[src/core/rpsa_pkg.sv]
// package of constants for the rail phase slot assignment block
package rpsa_pkg;
    // ======================================================
    // register map
    localparam logic [7:0]  CMD_RAIL_PHASE_CONFIG = 8'hd3;
    localparam int          CFG_WIDTH             = 16;
    // ======================================================
    // field positions
    localparam int          SLOT_MSB              = 15;
    localparam int          SLOT_LSB              = 13;
    localparam int          GROUP_MSB             = 12;
    localparam int          GROUP_LSB             = 8;
    localparam int          COUNT_MSB             = 2;
    localparam int          COUNT_LSB             = 0;
    localparam logic [15:0] CFG_WRITE_MASK        = 16'hff07;
    localparam logic [15:0] CFG_RESET_BASE        = 16'h0000;
    // ======================================================
    // phase count codes (count minus one)
    localparam logic [2:0]  COUNT_TWO             = 3'h1;
    localparam logic [2:0]  COUNT_FOUR            = 3'h3;
    localparam logic [2:0]  COUNT_SIX             = 3'h5;
    localparam logic [2:0]  COUNT_EIGHT           = 3'h7;
    localparam logic [2:0]  MAX_SLOT_INDEX        = 3'h3;
    // ======================================================
    // positions, eighths of the switching period (45 degrees each)
    localparam logic [2:0]  POS_HALF_PERIOD       = 3'h4;
    localparam logic [2:0]  POS_STEP_FOUR         = 3'h2;
    localparam logic [7:0]  DEG_PER_POS           = 8'h2d;
    localparam logic [9:0]  POS_PERIOD_SHIFT      = 10'h003;
    typedef enum logic [1:0] {
        RPSA_MODE_SPREAD,
        RPSA_MODE_SHARED,
        RPSA_MODE_INVALID
    } rpsa_mode_t;
endpackage

[src/core/rpsa_slot_map.sv]
// phase position decoder from the rail configuration fields
`timescale 1ns/1ps
`default_nettype none
module rpsa_slot_map (
    input  wire logic [2:0] phase_count_code,
    input  wire logic [2:0] slot_index,
    input  wire logic [2:0] phase_spread_setting,
    output logic            shared,
    output logic            legal,
    output logic [2:0]      pos_a,
    output logic [2:0]      pos_b
);
    // ======================================================
    // decode
    always_comb begin
        shared = 1'b0;
        legal  = 1'b1;
        pos_a  = 3'h0;
        unique case (phase_count_code)
            rpsa_pkg::COUNT_TWO: begin
                // standalone: spread setting governs first channel
                pos_a = phase_spread_setting;
            end
            rpsa_pkg::COUNT_FOUR: begin
                shared = 1'b1;
                legal  = (slot_index <= 3'h1);
                pos_a  = slot_index[0] ? rpsa_pkg::POS_STEP_FOUR : 3'h0;
            end
            rpsa_pkg::COUNT_SIX: begin
                shared = 1'b1;
                legal  = (slot_index <= 3'h2);
                pos_a  = slot_index;
            end
            rpsa_pkg::COUNT_EIGHT: begin
                shared = 1'b1;
                legal  = (slot_index <= rpsa_pkg::MAX_SLOT_INDEX);
                pos_a  = slot_index;
            end
            default: begin
                legal = 1'b0;
                pos_a = phase_spread_setting;
            end
        endcase
        // second channel half a period later, wraps modulo eight
        pos_b = pos_a + rpsa_pkg::POS_HALF_PERIOD;
    end
endmodule
`default_nettype wire

[src/core/rpsa_top.sv]
// rail configuration word and channel phase slot assignment
`timescale 1ns/1ps
`default_nettype none
module rpsa_top (
    input  wire logic        ref_clk,
    input  wire logic        nrst,
    input  wire logic [4:0]  strap_addr,
    input  wire logic        write_protect,
    input  wire logic        cmd_write,
    input  wire logic        cmd_read,
    input  wire logic [7:0]  cmd_code,
    input  wire logic [15:0] cmd_wdata,
    input  wire logic [2:0]  phase_spread_setting,
    input  wire logic [9:0]  period_cycles,
    input  wire logic        period_start,
    output logic [15:0]      cmd_rdata,
    output logic             cmd_ack,
    output logic             cmd_nak,
    output logic             shared_rail,
    output logic             config_legal,
    output logic [2:0]       chan0_pos,
    output logic [2:0]       chan1_pos,
    output logic [8:0]       chan0_deg,
    output logic [8:0]       chan1_deg,
    output logic             chan0_start,
    output logic             chan1_start
);
    // ======================================================
    // strap capture
    logic [4:0]  strap_s1;
    logic [4:0]  strap_s2;
    logic        wp_s1;
    logic        wp_s2;
    logic        strap_seen;
    logic [15:0] cfg;
    logic        hit;
    logic        m_shared;
    logic        m_legal;
    logic [2:0]  m_pos_a;
    logic [2:0]  m_pos_b;
    logic [9:0]  phase_cnt;
    logic [9:0]  delay_a;
    logic [9:0]  delay_b;
    logic        hold_a;
    logic        hold_b;

    // converts a position to degrees, 45 per step
    function automatic logic [8:0] pos_to_deg(input logic [2:0] p);
        pos_to_deg = 9'(p) * 9'(rpsa_pkg::DEG_PER_POS);
    endfunction

    // converts a position to a delay in cycles, eighths of period
    function automatic logic [9:0] pos_to_delay(input logic [2:0] p, input logic [9:0] per);
        logic [12:0] prod;
        prod = 13'(per) * 13'(p);
        pos_to_delay = prod[12:3];
    endfunction

    always_ff @(posedge ref_clk) begin
        strap_s1 <= strap_addr;
        strap_s2 <= strap_s1;
        wp_s1    <= write_protect;
        wp_s2    <= wp_s1;
    end

    // ======================================================
    // rail configuration word
    assign hit = (cmd_code == rpsa_pkg::CMD_RAIL_PHASE_CONFIG);

    always_ff @(posedge ref_clk) begin
        if (!nrst) begin
            cfg        <= rpsa_pkg::CFG_RESET_BASE;
            strap_seen <= 1'b0;
        end else if (!strap_seen) begin
            // group taken from the synchronised strap after release
            cfg <= rpsa_pkg::CFG_RESET_BASE;
            cfg[rpsa_pkg::GROUP_MSB:rpsa_pkg::GROUP_LSB] <= strap_s2;
            strap_seen <= 1'b1;
        end else if (cmd_write && hit && !wp_s2) begin
            cfg <= cmd_wdata & rpsa_pkg::CFG_WRITE_MASK;
        end
    end

    always_ff @(posedge ref_clk) begin
        if (!nrst) begin
            cmd_rdata <= 16'h0000;
            cmd_ack   <= 1'b0;
            cmd_nak   <= 1'b0;
        end else begin
            cmd_ack   <= (cmd_write || cmd_read) && hit && !(cmd_write && wp_s2);
            cmd_nak   <= (cmd_write || cmd_read) && (!hit || (cmd_write && wp_s2));
            cmd_rdata <= (cmd_read && hit) ? cfg : 16'h0000;
        end
    end

    // ======================================================
    // slot decode
    rpsa_slot_map u_map (
        .phase_count_code     (cfg[rpsa_pkg::COUNT_MSB:rpsa_pkg::COUNT_LSB]),
        .slot_index           (cfg[rpsa_pkg::SLOT_MSB:rpsa_pkg::SLOT_LSB]),
        .phase_spread_setting (phase_spread_setting),
        .shared               (m_shared),
        .legal                (m_legal),
        .pos_a                (m_pos_a),
        .pos_b                (m_pos_b)
    );

    always_ff @(posedge ref_clk) begin
        if (!nrst) begin
            shared_rail  <= 1'b0;
            config_legal <= 1'b0;
            chan0_pos    <= 3'h0;
            chan1_pos    <= rpsa_pkg::POS_HALF_PERIOD;
            chan0_deg    <= 9'h000;
            chan1_deg    <= 9'h0b4;
        end else begin
            shared_rail  <= m_shared;
            config_legal <= m_legal;
            chan0_pos    <= m_pos_a;
            chan1_pos    <= m_pos_b;
            chan0_deg    <= pos_to_deg(m_pos_a);
            chan1_deg    <= pos_to_deg(m_pos_b);
        end
    end

    // ======================================================
    // per channel cycle start, delayed from the period start
    always_ff @(posedge ref_clk) begin
        if (!nrst) begin
            phase_cnt <= 10'h000;
            delay_a   <= 10'h000;
            delay_b   <= 10'h000;
        end else begin
            phase_cnt <= period_start ? 10'h000 : phase_cnt + 10'h001;
            delay_a   <= pos_to_delay(chan0_pos, period_cycles);
            delay_b   <= pos_to_delay(chan1_pos, period_cycles);
        end
    end

    assign hold_a = (phase_cnt == delay_a);
    assign hold_b = (phase_cnt == delay_b);

    always_ff @(posedge ref_clk) begin
        if (!nrst) begin
            chan0_start <= 1'b0;
            chan1_start <= 1'b0;
        end else begin
            chan0_start <= hold_a && !period_start && config_legal;
            chan1_start <= hold_b && !period_start && config_legal;
        end
    end
endmodule
`default_nettype wire

[config.mk]
export PLATFORM = sky130hd
export DESIGN_NAME = rpsa_top
export DESIGN_NICKNAME = d
export VERILOG_FILES = /design/src/core/rpsa_pkg.sv /design/src/core/rpsa_slot_map.sv /design/src/core/rpsa_top.sv
export SDC_FILE = /design/constraint.sdc
export NUM_CORES = 1
export LEC_CHECK = 0
export ABC_AREA = 1
export ABC_CLOCK_PERIOD_IN_PS = 4800
export BUFFER_PORTS_ARGS = -buffer_cell sky130_fd_sc_hd__clkbuf_2
export CAP_MARGIN = 20
export CORE_ASPECT_RATIO = 1.2
export CORE_MARGIN = 3
export CORE_UTILIZATION = 50
export DETAILED_ROUTE_END_ITERATION = 12
export PLACE_DENSITY = 0.73
export SLEW_MARGIN = 20
export SYNTH_ARGS = -nofsm -noshare
export SYNTH_HDL_FRONTEND = slang
export SYNTH_SLANG_ARGS = --single-unit
[constraint.sdc]
create_clock -name ref_clk -period 4.8 [get_ports ref_clk]
set_input_delay 0.24 -clock ref_clk [delete_from_list [all_inputs] [get_ports ref_clk]]
set_output_delay 0.24 -clock ref_clk [all_outputs]
set_load 0.005 [all_outputs]
==> results.ini <==
[floorplanning]
floorplan.core_area_um2 = 9560
floorplan.rows = 39
dieArea_um2 = 11100
initial_core_util = 0.517
dieHeight_um = 115
die-width_um = 96.7
boundaryPins = 94

[finish]
antennaDiodeCount = 0
area_growth_pct = 15.8
fill_cells = 869
finish.cell_count_without_fillers = 837
fin_nets = 811
final_layout_size_suffix_gt1_frac = 0.174

[timing]
setup_tns_final_ns = 0
setup_repair_after_global_routing_missed_its_margin = no
smallest_hold_slack_ns = 0.160
period_needed_ns = 2.86
period_share = 0.595
worst_slew_margin_relative_to_its_limit = 0.560
worst_pin_slew_ns = 0.657
timing.final.max_slew_violations = 0
fmaxAchievable_mhz = 350
final-hold-violation-count = 0
setup_viol = 0
skew_ns = 0.0123
fin_ws_ns = 1.94

[drt]
met3WireLength_um = 410
via_per_inst = 4.98
drt_iter0_drc = 106
met2_length_um = 5580
route.detailed.drc = 0
highest_metal_layer_with_signal_wires = met4
detail_route.wl_per_cell_um = 12.5
postRouteWirelength_um = 10500
route.layer.met1.wl_um = 4180
post_route_antenna_net_violation_count = 0
vias = 4167
first_pass_iters = 4

[setup_path]
worstSetupStartpointType = flop
endpoint_of_the_worst_register_to_register_path = delay_a[7]
r2r-start = chan0_pos[0]
crit_path_max_fanout = 14
ff2ff_path_depth = 13
arrival_ns = 3.10
setup.worst_path.end_class = flop
worstSetupPathType = reg2reg
cp.required_ns = 5.04
r2r_slack_ns = 1.94

[yosys]
synth_largest_type_area_fraction = 0.361
seq_total_area_yosys = 0.361
synth-warning-count = 0
ys_top_cells_by_area = sky130_fd_sc_hd__dfxtp_1, sky130_fd_sc_hd__nand2_1, sky130_fd_sc_hd__ha_1
postSynth.topFlopCell = sky130_fd_sc_hd__dfxtp_1
ys_ff_latch = 89
synth_top_cell_by_area = sky130_fd_sc_hd__dfxtp_1
synth_cell_types = 43
synthCells = 630
synth_edf_count = 0
avgSynthCellArea_um2 = 7.84
synth-async-reset-ratio = 0
mappedNetlistArea_um2 = 4940

[pwr]
irDropWorstVdd_mv = 0.260
report.power.total_mw = 1.75
static-leakage-power_nw = 2.95
power_per_cell_area_nw_per_um2 = 307

[clock_network]
cts_max_path_buffers = 2
clk_pin_slew_worst_paths_ns = 0.07
clockRootBuffer = sky130_fd_sc_hd__clkbuf_16
clkLatencyLatePin_ns = 0.35
cts_tree = yes
cts_buffers = 9
cts_setup_buffers = 0
postCtsResizedCells = 0
cts_num_sinks = 89
h-tree-depth = 3

[run_status]
status = finished, final reports clean

[grt]
global_route.overflow_total = 0
grt_pass1_wl_um = 18500
grt_antenna_before_repair = 0
grt_usage = 0.201
grt_start_max_net_pins = 32
vias_in_the_first_global_route = 4181

[place]
total_of_buffers_placed_on_input_and_output_ports = 83
place_worst_setup_slack_ns = 1.97
gp_congestion = 0.869
place.detailed.hpwl_um = 8210
placed_instance_count = 815

[flow_run]
total_of_max_cap_violations = 0

[worst_hold_path]
hold_path_startpoint = cmd_wdata[12]
worstHoldPathCells = 3
hold_path.class = in2reg
hold-path-endpoint = cfg[12]

metal layers:
metal | up-vias | track usage
li1 | 2143 | -
met5 | - | 0
met1 | 1903 | 0.220
met3 | 19 | 0.0346
met4 | 0 | 0.0993
met2 | 102 | 0.378
how the worst max path moves through the flow:
stage / start / endpoint / slack, ns / cells past startpoint
4_1_cts: chan0_pos[0] / delay_a[7] / 1.94 / 13
6_report: chan0_pos[0] / delay_a[7] / 1.94 / 13
3_3_place_gp: chan0_pos[1] / delay_a[7] / 1.98 / 13
5_1_grt: chan0_pos[0] / delay_a[7] / 1.65 / 13
2_1_floorplan: chan0_pos[1] / delay_a[7] / 2.30 / 14
3_5_place_dp: chan0_pos[0] / delay_a[7] / 1.97 / 13
synth_stat cells (2+ instances only):
master / instances
sky130_fd_sc_hd__inv_1: 103
sky130_fd_sc_hd__nand2_2: 2
sky130_fd_sc_hd__o2111ai_1: 3
sky130_fd_sc_hd__inv_2: 3
sky130_fd_sc_hd__nand2_1: 125
sky130_fd_sc_hd__dfxtp_1: 89
sky130_fd_sc_hd__nor2_1: 59
sky130_fd_sc_hd__o21ai_0: 24
sky130_fd_sc_hd__or2_2: 8
sky130_fd_sc_hd__o21a_1: 2
sky130_fd_sc_hd__a31oi_1: 6
sky130_fd_sc_hd__buf_4: 14
sky130_fd_sc_hd__a221oi_1: 4
sky130_fd_sc_hd__nand3b_1: 6
sky130_fd_sc_hd__a21oi_1: 41
sky130_fd_sc_hd__xnor2_1: 13
sky130_fd_sc_hd__nand3_1: 28
sky130_fd_sc_hd__ha_1: 34
sky130_fd_sc_hd__nand4_1: 8
sky130_fd_sc_hd__o21ai_2: 2
sky130_fd_sc_hd__o21bai_1: 4
sky130_fd_sc_hd__clkbuf_1: 8
sky130_fd_sc_hd__nor3_1: 3
sky130_fd_sc_hd__fa_1: 20
sky130_fd_sc_hd__nor2_2: 3
worst max-delay path, stage by stage (launching register included):
cell	delay (ns)
sky130_fd_sc_hd__dfxtp_1	0.68
sky130_fd_sc_hd__nand2_1	0.20
sky130_fd_sc_hd__fa_1	0.49
sky130_fd_sc_hd__nor2_2	0.17
sky130_fd_sc_hd__inv_2	0.07
sky130_fd_sc_hd__fa_1	0.39
sky130_fd_sc_hd__inv_1	0.09
sky130_fd_sc_hd__nand3_1	0.06
sky130_fd_sc_hd__nand2_1	0.11
sky130_fd_sc_hd__a21oi_1	0.10
sky130_fd_sc_hd__o21ai_0	0.21
sky130_fd_sc_hd__nand2_1	0.07
sky130_fd_sc_hd__nand2_1	0.06
sky130_fd_sc_hd__nor2_1	0.05
registers in the layout (all words and copies together) (netlist names), 3 cells and up:
register,cells
chan1_deg,7
strap_s2,5
phase_cnt,10
cfg,11
delay_a,10
strap_s1,5
delay_b,10
cmd_rdata,11
chan0_pos,3
chan0_deg,7
power breakdown:
part | internal [mW] | leakage (nW) | switching [mW] | total (mW)
sequential | 0.778 | 0.732 | 0.0240 | 0.802
combinational | 0.116 | 2.08 | 0.158 | 0.274
clock | 0.364 | 0.141 | 0.314 | 0.678
placed cells by master, fill, tap and decap left out, drive strengths merged, types with 9 or more instances in the layout:
cell / Yosys / final
clkbuf: 9 / 92
xnor2: 13 / 13
nor2: 63 / 63
nand3: 29 / 29
a21oi: 41 / 41
inv: 106 / 111
fa: 20 / 20
ha: 34 / 34
or2: 9 / 9
nand2: 128 / 128
nand4: 9 / 9
dfxtp: 89 / 89
o21ai: 27 / 27
what timing repair did:
action | 4_1_cts | 5_1_grt
endpoints found under the setup margin | 0 | 0
hold buffers | 6 | 0
endpoints found under the hold margin | 6 | 0
final cells by class:
class | instances | area [µm²] | area share
inverters | 106 | 398 | 0.0696
well taps | 123 | 154 | 0.0269
clock inverters | 7 | 67.6 | 0.0118
clock buffers | 9 | 225 | 0.0394
multi-input cells | 414 | 2620 | 0.458
repair buffers | 89 | 475 | 0.0831
flip-flops and latches | 89 | 1780 | 0.311
stage by stage:
stage,instance area [µm²],util
2_1_floorplan,4960,-
3_3_place_gp,5370,0.561
3_5_place_dp,5370,0.561
4_1_cts,5720,0.598
5_1_grt,5720,0.598
6_report,5720,0.598
kinds of logic after synthesis:
logic type | synth area share
AND/OR/NAND/NOR | 0.224
buffers and inverters | 0.112
AO/OA/AOI/OAI | 0.111
flip-flops | 0.361
adder cells (fa/ha/maj) | 0.167
XOR/XNOR | 0.0248
other | 0.000759
(Power assumes the default switching activity.)
